## src/design/asr_pkg.sv

```systemverilog
`default_nettype none
package asr_pkg;
   // Register byte offsets
   localparam logic [4:0] OFS_MODE = 5'h00;
   localparam logic [4:0] OFS_STATUS = 5'h04;
   localparam logic [4:0] OFS_DIV = 5'h08;
   localparam logic [4:0] OFS_SRC = 5'h0C;
   localparam logic [4:0] OFS_TXDATA = 5'h10;
   localparam logic [4:0] OFS_RXBUF = 5'h14;
   localparam logic [4:0] OFS_STATE = 5'h18;
   // Mode register fields
   localparam int MODE_RX_ENABLE_BIT = 6;
   localparam int MODE_PAR_HI = 5;
   localparam int MODE_PAR_LO = 4;
   localparam int MODE_LEN8 = 3;
   localparam int MODE_STOP2 = 2;
   localparam int MODE_ISRM = 1;
   // Source register fields
   localparam int SRC_EXT = 4;
   localparam int SRC_PRE_HI = 3;
   // State register fields
   localparam int ST_TX_BUSY = 0;
   localparam int ST_RX_BUSY = 1;
   localparam int ST_RX_FULL = 2;
   // Error status values
   localparam logic [7:0] ERR_PARITY = 8'h04;
   localparam logic [7:0] ERR_FRAMING = 8'h02;
   localparam logic [7:0] ERR_OVERRUN = 8'h01;
   // Reset values
   localparam logic [7:0] MODE_RST = 8'h00;
   localparam logic [7:0] DIV_RST = 8'h00;
   localparam logic [4:0] SRC_RST = 5'h00;
   // Bit timing in baud ticks, and character lengths in bits
   localparam logic [4:0] HALF_BIT = 5'h08;
   localparam logic [4:0] LAST_TICK = 5'h0F;
   localparam logic [3:0] BITS8 = 4'h8;
   localparam logic [3:0] BITS7 = 4'h7;
   // Parity modes
   typedef enum logic [1:0] {
      PAR_NONE = 2'b00,
      PAR_ZERO = 2'b01,
      PAR_ODD = 2'b10,
      PAR_EVEN = 2'b11
   } asr_par_t;
   // Transmit and receive sequencer states
   typedef enum logic [2:0] {
      SQ_IDLE = 3'b000,
      SQ_START = 3'b001,
      SQ_DATA = 3'b010,
      SQ_PAR = 3'b011,
      SQ_STOP = 3'b100
   } asr_seq_t;
endpackage : asr_pkg
`default_nettype wire

```

## src/design/asr_baud.sv

```systemverilog
`default_nettype none
module asr_baud #(
   parameter int PRE_W = 10
) (
   // Clock and control
   input wire logic clk_i,
   input wire logic rst_i,
   input wire logic en_i,
   // Source selection
   input wire logic ext_sel_i,
   input wire logic ext_tick_i,
   input wire logic [3:0] presc_i,
   input wire logic [7:0] divk_i,
   // Oversampling tick
   output logic tick_o
);
   typedef struct packed {
      logic [PRE_W-1:0] pre_cnt;
      logic [7:0] div_cnt;
      logic tick;
   } asr_baud_t;

   asr_baud_t s;
   asr_baud_t next_s;
   logic [PRE_W-1:0] pre_mask;
   logic src_tick;

   // Prescaler divides by 2^m (capped at 1024 for m of 10 and above), then the divisor counter divides by k
   always_comb begin
      next_s = s;
      next_s.tick = 1'b0;
      pre_mask = PRE_W'((1 << presc_i) - 1);
      src_tick = ext_sel_i ? ext_tick_i : (s.pre_cnt >= pre_mask);
      if (src_tick || ext_sel_i) begin
         next_s.pre_cnt = '0;
      end else begin
         next_s.pre_cnt = s.pre_cnt + 1'b1;
      end
      // k of zero wraps to a divide by 256 rather than stalling
      if (src_tick) begin
         if (s.div_cnt >= 8'(divk_i - 8'h01)) begin
            next_s.div_cnt = '0;
            next_s.tick = 1'b1;
         end else begin
            next_s.div_cnt = s.div_cnt + 8'h01;
         end
      end
   end

   // Holds its count while the channel is frozen
   always_ff @(posedge clk_i) begin
      if (rst_i) begin
         s <= '0;
      end else if (en_i) begin
         s <= next_s;
      end
   end

   assign tick_o = s.tick;
endmodule : asr_baud
`default_nettype wire

```

## src/design/asr_top.sv

```systemverilog
`default_nettype none
module asr_top #(
   parameter int ADDR_W = 8
) (
   // Clock, reset and power control
   input wire logic CLK_I,
   input wire logic SYS_RST_I,
   input wire logic CE_I,
   input wire logic IDLE_STOP_I,
   // APB slave
   input wire logic PSEL_I,
   input wire logic PENABLE_I,
   input wire logic PWRITE_I,
   input wire logic [ADDR_W-1:0] PADDR_I,
   input wire logic [31:0] PWDATA_I,
   input wire logic [3:0] PSTRB_I,
   output logic [31:0] PRDATA_O,
   output logic PREADY_O,
   output logic PSLVERR_O,
   // Serial pins
   input wire logic SERIAL_IN_I,
   input wire logic EXT_BAUD_I,
   output logic SERIAL_OUT_O,
   // Interrupt request pulses
   output logic TX_DONE_IRQ_O,
   output logic RX_DONE_IRQ_O,
   output logic RX_ERR_IRQ_O
);
   typedef struct packed {
      logic [7:0] async_mode_reg;
      logic [7:0] rx_error_status_reg;
      logic [7:0] baud_divisor_reg;
      logic [4:0] baud_source_select_reg;
      logic [7:0] rx_buffer_reg;
      logic rx_full;
      asr_pkg::asr_seq_t tx_state;
      logic [4:0] tx_cnt;
      logic [3:0] tx_bit;
      logic [7:0] tx_shift_reg;
      logic tx_par;
      logic txd;
      logic tx_done_irq;
      asr_pkg::asr_seq_t rx_state;
      logic [4:0] rx_cnt;
      logic [3:0] rx_bit;
      logic [7:0] rx_sh;
      logic rx_par;
      logic done_pend;
      logic rx_done_irq;
      logic rx_error_irq;
      logic [2:0] rx_sync;
      logic rx_line;
      logic rx_prev;
      logic [2:0] ext_sync;
      logic ext_line;
      logic ext_tick;
      logic pready;
      logic [31:0] prdata;
      logic pslverr;
   } asr_state_t;

   asr_state_t s;
   asr_state_t next_s;
   logic run;
   logic tick;
   logic [4:0] ofs;
   logic len8;
   logic [3:0] nbits;
   asr_pkg::asr_par_t par_mode;
   logic [7:0] rx_data;
   logic [7:0] errs;

   // Parity (XOR) of the ones over the valid character bits
   function automatic logic char_parity(input logic [7:0] d,
                                        input logic l8);
      char_parity = l8 ? ^d : ^d[6:0];
   endfunction

   // Parity bit sent, or expected, for a given character
   function automatic logic par_bit(input logic [7:0] d, input logic l8,
                                    input asr_pkg::asr_par_t pm);
      case (pm)
         asr_pkg::PAR_EVEN: par_bit = char_parity(d, l8);
         asr_pkg::PAR_ODD: par_bit = ~char_parity(d, l8);
         default: par_bit = 1'b0;
      endcase
   endfunction

   // Frozen whenever CE_I is low, and in idle unless an external serial clock is used
   assign run = CE_I & ~(IDLE_STOP_I &
                ~s.baud_source_select_reg[asr_pkg::SRC_EXT]);

   asr_baud #(
      .PRE_W(10)
   ) asr_baud_i (
      .clk_i(CLK_I),
      .rst_i(SYS_RST_I),
      .en_i(run),
      .ext_sel_i(s.baud_source_select_reg[asr_pkg::SRC_EXT]),
      .ext_tick_i(s.ext_tick),
      .presc_i(s.baud_source_select_reg[asr_pkg::SRC_PRE_HI:0]),
      .divk_i(s.baud_divisor_reg),
      .tick_o(tick)
   );

   // Decoded offset and mode fields
   assign ofs = PADDR_I[4:0];
   assign len8 = s.async_mode_reg[asr_pkg::MODE_LEN8];
   assign nbits = len8 ? asr_pkg::BITS8 : asr_pkg::BITS7;
   assign par_mode = asr_pkg::asr_par_t'(
      s.async_mode_reg[asr_pkg::MODE_PAR_HI:asr_pkg::MODE_PAR_LO]);
   // Seven-bit characters arrive in the top bits of the shifter
   assign rx_data = len8 ? s.rx_sh : {1'b0, s.rx_sh[7:1]};

   always_comb begin
      next_s = s;
      next_s.tx_done_irq = 1'b0;
      next_s.rx_done_irq = 1'b0;
      next_s.rx_error_irq = 1'b0;
      next_s.ext_tick = 1'b0;
      next_s.pready = 1'b0;
      next_s.pslverr = 1'b0;
      errs = '0;

      // Pin synchronisers; a change counts once stages two and three agree
      next_s.rx_sync = {s.rx_sync[1:0], SERIAL_IN_I};
      if (s.rx_sync[1] == s.rx_sync[2]) begin
         next_s.rx_line = s.rx_sync[2];
      end
      next_s.rx_prev = s.rx_line;
      next_s.ext_sync = {s.ext_sync[1:0], EXT_BAUD_I};
      if (s.ext_sync[1] == s.ext_sync[2]) begin
         next_s.ext_line = s.ext_sync[2];
      end
      next_s.ext_tick = next_s.ext_line & ~s.ext_line;

      // APB access phase: one wait state, then the data phase completes
      if (PSEL_I && PENABLE_I && !s.pready) begin
         next_s.pready = 1'b1;
         next_s.pslverr = 1'b0;
         next_s.prdata = '0;
         case (ofs)
            asr_pkg::OFS_MODE: next_s.prdata[7:0] = s.async_mode_reg;
            asr_pkg::OFS_STATUS: next_s.prdata[7:0] = s.rx_error_status_reg;
            asr_pkg::OFS_DIV: next_s.prdata[7:0] = s.baud_divisor_reg;
            asr_pkg::OFS_SRC: next_s.prdata[4:0] = s.baud_source_select_reg;
            asr_pkg::OFS_TXDATA: next_s.prdata[7:0] = s.tx_shift_reg;
            asr_pkg::OFS_RXBUF: next_s.prdata[7:0] = s.rx_buffer_reg;
            asr_pkg::OFS_STATE: begin
               next_s.prdata[asr_pkg::ST_TX_BUSY] =
                  (s.tx_state != asr_pkg::SQ_IDLE);
               next_s.prdata[asr_pkg::ST_RX_BUSY] =
                  (s.rx_state != asr_pkg::SQ_IDLE);
               next_s.prdata[asr_pkg::ST_RX_FULL] = s.rx_full;
            end
            default: next_s.pslverr = 1'b1;
         endcase
         if (PADDR_I[ADDR_W-1:5] != '0) begin
            next_s.pslverr = 1'b1;
            next_s.prdata = '0;
         end
      end

      // Side effects act only on the completing edge
      if (PSEL_I && PENABLE_I && s.pready && !s.pslverr) begin
         if (PWRITE_I && PSTRB_I[0]) begin
            case (ofs)
               asr_pkg::OFS_MODE: next_s.async_mode_reg = PWDATA_I[7:0];
               asr_pkg::OFS_DIV: next_s.baud_divisor_reg = PWDATA_I[7:0];
               asr_pkg::OFS_SRC:
                  next_s.baud_source_select_reg = PWDATA_I[4:0];
               asr_pkg::OFS_TXDATA: begin
                  // Writes while a frame is on the wire are dropped
                  if (s.tx_state == asr_pkg::SQ_IDLE) begin
                     next_s.tx_shift_reg = len8 ? PWDATA_I[7:0] :
                                           {1'b0, PWDATA_I[6:0]};
                     next_s.tx_par = par_bit(PWDATA_I[7:0], len8,
                                             par_mode);
                     next_s.tx_state = asr_pkg::SQ_START;
                     next_s.tx_cnt = '0;
                     next_s.tx_bit = '0;
                     next_s.txd = 1'b0;
                  end
               end
               default: ;
            endcase
         end else if (!PWRITE_I && ofs == asr_pkg::OFS_RXBUF) begin
            next_s.rx_error_status_reg = '0;
            next_s.rx_full = 1'b0;
         end
      end

      // Transmitter: sixteen ticks per bit, LSB first
      if (s.tx_state != asr_pkg::SQ_IDLE && tick) begin
         next_s.tx_cnt = s.tx_cnt + 5'h01;
         if (s.tx_cnt == asr_pkg::LAST_TICK) begin
            next_s.tx_cnt = '0;
            case (s.tx_state)
               asr_pkg::SQ_START, asr_pkg::SQ_DATA: begin
                  if (s.tx_state == asr_pkg::SQ_DATA &&
                      s.tx_bit == nbits) begin
                     if (par_mode != asr_pkg::PAR_NONE) begin
                        next_s.txd = s.tx_par;
                        next_s.tx_state = asr_pkg::SQ_PAR;
                     end else begin
                        next_s.txd = 1'b1;
                        next_s.tx_state = asr_pkg::SQ_STOP;
                        next_s.tx_bit = '0;
                     end
                  end else begin
                     next_s.txd = s.tx_shift_reg[0];
                     next_s.tx_shift_reg = {1'b0, s.tx_shift_reg[7:1]};
                     next_s.tx_bit = s.tx_bit + 4'h1;
                     next_s.tx_state = asr_pkg::SQ_DATA;
                  end
               end
               asr_pkg::SQ_PAR: begin
                  next_s.txd = 1'b1;
                  next_s.tx_state = asr_pkg::SQ_STOP;
                  next_s.tx_bit = '0;
               end
               asr_pkg::SQ_STOP: begin
                  if (s.async_mode_reg[asr_pkg::MODE_STOP2] &&
                      s.tx_bit == 4'h0) begin
                     next_s.tx_bit = 4'h1;
                  end else begin
                     next_s.tx_state = asr_pkg::SQ_IDLE;
                     next_s.tx_done_irq = 1'b1;
                  end
               end
               default: next_s.tx_state = asr_pkg::SQ_IDLE;
            endcase
         end
      end

      // Receive-done follows the error pulse by one cycle
      if (s.done_pend) begin
         next_s.done_pend = 1'b0;
         next_s.rx_done_irq = 1'b1;
      end

      // Receiver
      if (!s.async_mode_reg[asr_pkg::MODE_RX_ENABLE_BIT]) begin
         // Abort leaves buffer and status untouched
         next_s.rx_state = asr_pkg::SQ_IDLE;
         next_s.rx_cnt = '0;
         next_s.done_pend = 1'b0;
         next_s.rx_done_irq = 1'b0;
      end else begin
         case (s.rx_state)
            asr_pkg::SQ_IDLE: begin
               // Falling line starts the half-bit count
               if (s.rx_prev && !s.rx_line) begin
                  next_s.rx_state = asr_pkg::SQ_START;
                  next_s.rx_cnt = '0;
               end
            end
            asr_pkg::SQ_START: begin
               if (tick) begin
                  next_s.rx_cnt = s.rx_cnt + 5'h01;
                  if (s.rx_cnt == asr_pkg::HALF_BIT - 5'h01) begin
                     next_s.rx_cnt = '0;
                     next_s.rx_bit = '0;
                     // A glitch shorter than half a bit is rejected
                     next_s.rx_state = s.rx_line ? asr_pkg::SQ_IDLE :
                                       asr_pkg::SQ_DATA;
                  end
               end
            end
            asr_pkg::SQ_DATA, asr_pkg::SQ_PAR, asr_pkg::SQ_STOP: begin
               if (tick) begin
                  next_s.rx_cnt = s.rx_cnt + 5'h01;
                  if (s.rx_cnt == asr_pkg::LAST_TICK) begin
                     next_s.rx_cnt = '0;
                     case (s.rx_state)
                        asr_pkg::SQ_DATA: begin
                           next_s.rx_sh = {s.rx_line, s.rx_sh[7:1]};
                           next_s.rx_bit = s.rx_bit + 4'h1;
                           if (s.rx_bit == nbits - 4'h1) begin
                              next_s.rx_state =
                                 (par_mode == asr_pkg::PAR_NONE) ?
                                 asr_pkg::SQ_STOP : asr_pkg::SQ_PAR;
                           end
                        end
                        asr_pkg::SQ_PAR: begin
                           next_s.rx_par = s.rx_line;
                           next_s.rx_state = asr_pkg::SQ_STOP;
                        end
                        default: begin
                           // One stop bit closes the frame
                           if ((par_mode == asr_pkg::PAR_EVEN ||
                                par_mode == asr_pkg::PAR_ODD) &&
                               par_bit(rx_data, len8, par_mode) != s.rx_par)
                           begin
                              errs = errs | asr_pkg::ERR_PARITY;
                           end
                           if (!s.rx_line) begin
                              errs = errs | asr_pkg::ERR_FRAMING;
                           end
                           if (next_s.rx_full) begin
                              errs = errs | asr_pkg::ERR_OVERRUN;
                           end
                           // New frame replaces status, winning over a read
                           next_s.rx_error_status_reg = errs;
                           next_s.rx_buffer_reg = rx_data;
                           next_s.rx_full = 1'b1;
                           next_s.rx_error_irq = (errs != '0);
                           next_s.done_pend = (errs == '0) ||
                              !s.async_mode_reg[asr_pkg::MODE_ISRM];
                           next_s.rx_state = asr_pkg::SQ_IDLE;
                        end
                     endcase
                  end
               end
            end
            default: next_s.rx_state = asr_pkg::SQ_IDLE;
         endcase
      end
   end

   // One register for all channel state but the baud counters, held while frozen
   always_ff @(posedge CLK_I) begin
      if (SYS_RST_I) begin
         s <= '0;
         s.async_mode_reg <= asr_pkg::MODE_RST;
         s.baud_divisor_reg <= asr_pkg::DIV_RST;
         s.baud_source_select_reg <= asr_pkg::SRC_RST;
         s.txd <= 1'b1;
         s.rx_sync <= 3'h7;
         s.rx_line <= 1'b1;
         s.rx_prev <= 1'b1;
      end else if (run) begin
         s <= next_s;
      end
   end

   // Outputs straight from the state register
   assign PRDATA_O = s.prdata;
   assign PREADY_O = s.pready;
   assign PSLVERR_O = s.pslverr;
   assign SERIAL_OUT_O = s.txd;
   assign TX_DONE_IRQ_O = s.tx_done_irq;
   assign RX_DONE_IRQ_O = s.rx_done_irq;
   assign RX_ERR_IRQ_O = s.rx_error_irq;
endmodule : asr_top
`default_nettype wire

```

## config.mk

```make
export PLATFORM = sky130hd
export DESIGN_NAME = asr_top
export DESIGN_NICKNAME = d
export VERILOG_FILES = /design/src/design/asr_pkg.sv /design/src/design/asr_baud.sv /design/src/design/asr_top.sv
export SDC_FILE = /design/constraint.sdc
export NUM_CORES = 1
export LEC_CHECK = 0
export BUFFER_PORTS_ARGS = -buffer_cell sky130_fd_sc_hd__buf_2
export CAP_MARGIN = 20
export CELL_PAD_IN_SITES_DETAIL_PLACEMENT = 1
export CELL_PAD_IN_SITES_GLOBAL_PLACEMENT = 1
export CORE_UTILIZATION = 34
export CTS_CLUSTER_SIZE = 20
export DETAILED_ROUTE_END_ITERATION = 10
export PLACE_DENSITY = 0.62
export REMOVE_ABC_BUFFERS = 1
export SYNTH_ARGS = -nofsm -noshare
export SYNTH_HDL_FRONTEND = slang
export SYNTH_SLANG_ARGS = --single-unit
```

## constraint.sdc

```tcl
create_clock -name CLK_I -period 9.49 [get_ports CLK_I]
set_clock_uncertainty 0.2 [all_clocks]
set_input_delay 0.949 -clock CLK_I [delete_from_list [all_inputs] [get_ports CLK_I]]
set_output_delay 0.949 -clock CLK_I [all_outputs]
set_load 0.05 [all_outputs]
```

==> flow_summary.toml <==
[synth]
synth_top_family_by_area = "simple AND/OR/NAND/NOR gates"
synthArstFlopShare = 0
synth.distinct_cells = 72
syn_area_um2 = 7000
synth_compound_area_frac = 0.154
synth_edf_count = 0
synth_mux_area_frac = 0.0697
synth-seq-area-share = 0.355
ys_ff_latch = 124
yosys_warnings = 0
synthXorXnorAreaFrac = 0.0482
synth_top_area_cell = "dfxtp_1"
synth_top_area_share = 0.355
avgSynthCellArea_um2 = 8.11
synthAdderAreaFrac = 0.0518
syn_inst = 863
synth_ff_type = "dfxtp_1"
synth-simple-area-share = 0.247
netlist_top_cells_area = "dfxtp_1 35%, nor2_1 6.6%, ha_1 5.2%"

[clock_tree]
ctsResizeCount = 0
cts_made_buffers = 17
ctsHoldBuffers = 0
clock-root-buffer = "clkbuf_16"
clock_path_buffers = 2
ctsHtreeMaxLevel = 4
clk_latency_ps = 430
clkTransAtPathRegs_ps = 60
cts_tree = "yes"
cts_setup_buffers = 0
cts_sinks = 124

[sta]
period_needed_ps = 3690
worstMarginPinSlew_ps = 1010
holdWs_ps = 239
slew_headroom = 0.323
fin_crit_sh = 0.389
finalHoldViolCount = 0
slew_violations = 0
tns_ps = 0
setup_viol = 0
grt_setup_unrepaired = "false"
max_freq_ghz = 0.271

[cells_and_area]
nets = 952
drive_gt1_frac = 0.106
nFillCells = 2433
area_growth_syn_to_layout_pct = 12.1
final_core_util = 0.388
antenna_cells = 0

[placement]
io_buffers = 39
place_congestion = 0.794
hpwlAfterDp_um = 13600

[power]
p_leak_uw = 0.00312
power_uw = 1280
p_per_area_nw_per_um2 = 163
vdd_ir_drop_max_uv = 91.6

[routing]
drtIter0Drc = 311
ant_nets = 0
via_per_inst = 5.16
wire_per_inst_um = 16.8
drc = 0
totalWireLength_um = 19400
num_vias = 5955
drtPass1Iterations = 4

[critical_path]
required_ps = 9650
path_class = "register to register"
critPathMaxFanout = 12
crit_path_end_kind = "register"
worstPathArrival_ps = 3840
cp-start-kind = "register"

[floorplan]
row_count = 52
die_w_um = 146
die_y_um = 146
die_area_um2 = 21200
num_io_pins = 91
core_area_um2 = 20200
start_util = 0.346

[grt]
grt_first_pass_wirelength_um = 31800
grt_overflow = 0
grt_pass1_vias = 5979
antenna_found_initial = 1
grt_max_degree = 56
grt_usage = 0.191

[job]
maxCapViolCount = 0

[hold_path]
hold_path.class = "register to register"

[outcome]
outcome = "complete, no violations"
==> path summary, 6_finish.rpt <==
path / depth (start not counted) / start / slack (ps) / endpoint
worst max-delay path: 14 / s[102] / 5800 / asr_baud_i.s[1]
worst max register to register: 14 / s[102] / 5800 / asr_baud_i.s[1]
worst min register to register: 2 / s[43] / 240 / s[43]
worst min-delay path: 2 / s[43] / 240 / s[43]
==> cell families (layout without fill, tap and decap cells) <==
group,after synthesis,count (layout)
AO/OA/AOI/OAI,167,167
XOR/XNOR,37,37
adder cells (fa/ha/maj),29,29
buffers and inverters,100,97
flip-flops,124,124
multiplexers,42,42
other,1,24
AND/OR/NAND/NOR,363,363
==> critical path, stage by stage, from the launching register on <==
cell and delay, ps:
dfxtp_1 440, nor3_1 290, nand2b_1 120, ha_1 300, nor3_1 240, mux2_2 200
a22oi_1 70, ha_1 300, and4_1 200, o21ai_0 110, o211ai_1 220, and2_1 250
nand3_1 200, or3_1 360, a21oi_1 120
==> report_power, final <==
group          internal (µW)  leakage (µW)  switching (µW)
clock network            443      0.000298             243
registers                523       0.00100            1.96
logic                   15.3       0.00182            55.7
==> routing by layer <==
| layer | vias to the layer above | global-route usage | part of all wire |
|---|---|---|---|
| li1 | 3002 | - | - |
| met1 | 2881 | 0.247 | 0.49 |
| met2 | 59 | 0.320 | 0.48 |
| met3 | 13 | 0.0420 | 0.018 |
| met4 | 0 | 0.0547 | 0.013 |
| met5 | - | 0 | 0 |
==> flip-flops by register name, summed over array words and instances, names as in the netlist <==
register	count
asr_baud_i.tick_o	1
RX_DONE_IRQ_O	1
PSLVERR_O	1
s	83
TX_DONE_IRQ_O	1
PREADY_O	1
next_s	5
SERIAL_OUT_O	1
asr_baud_i.s	18
len8	1
RX_ERR_IRQ_O	1
PRDATA_O	8
par_mode	2
==> Yosys cell counts (4+ instances only) <==
master / n
dfxtp_1: 124
nor2_1: 123
nand2_1: 81
a21oi_1: 54
clkbuf_1: 35
buf_4: 34
nand3_1: 34
mux2i_1: 33
o21ai_0: 30
ha_1: 29
nor3_1: 29
xnor2_1: 22
a22oi_1: 19
inv_1: 19
and3_1: 15
nand2b_1: 15
xor2_1: 14
nor2b_1: 11
nor4_1: 10
o211ai_1: 9
buf_2: 8
nand4_1: 8
a211oi_1: 7
o21a_1: 7
a211o_1: 5
a31oi_1: 5
mux4_2: 5
nor3b_1: 5
or3_1: 5
and2_1: 4
and4_1: 4
mux2_2: 4
==> through the flow <==
| step | instance area (µm²) | instances | worst slack, ps |
|---|---|---|---|
| after floorplan | 6640 | 805 | 6410 |
| after global placement | 7230 | 1120 | 5910 |
| after detailed placement | 7230 | 1120 | 5850 |
| after CTS | 7840 | 1152 | 5800 |
| after global routing | 7850 | 1153 | 5530 |
| final | 7850 | 1153 | 5800 |
==> placed cells by master, fill, tap and decap left out, types with 8 or more instances in the layout <==
master	synthesis	layout
o21ai_0	30	30
nor4_1	10	10
dfxtp_1	124	124
nand4_1	8	8
buf_2	8	38
nor3_1	29	29
clkbuf_16	0	17
xnor2_1	22	22
and3_1	15	15
a22oi_1	19	19
o211ai_1	9	9
nor2b_1	11	11
nand3_1	34	34
nand2b_1	15	15
ha_1	29	29
a21oi_1	54	54
conb_1	1	24
inv_1	19	19
nand2_1	81	81
xor2_1	14	14
mux2i_1	33	33
nor2_1	123	123
==> final cells by class <==
class,count,area [µm²],area share
clock inverters,13,173,0.0220
repair buffers,46,248,0.0316
well taps,270,338,0.0430
multi-input cells,662,4090,0.522
flip-flops and latches,124,2480,0.316
clock buffers,19,443,0.0564
inverters,19,71.3,0.00909
Power figures use the tool's default switching activity.
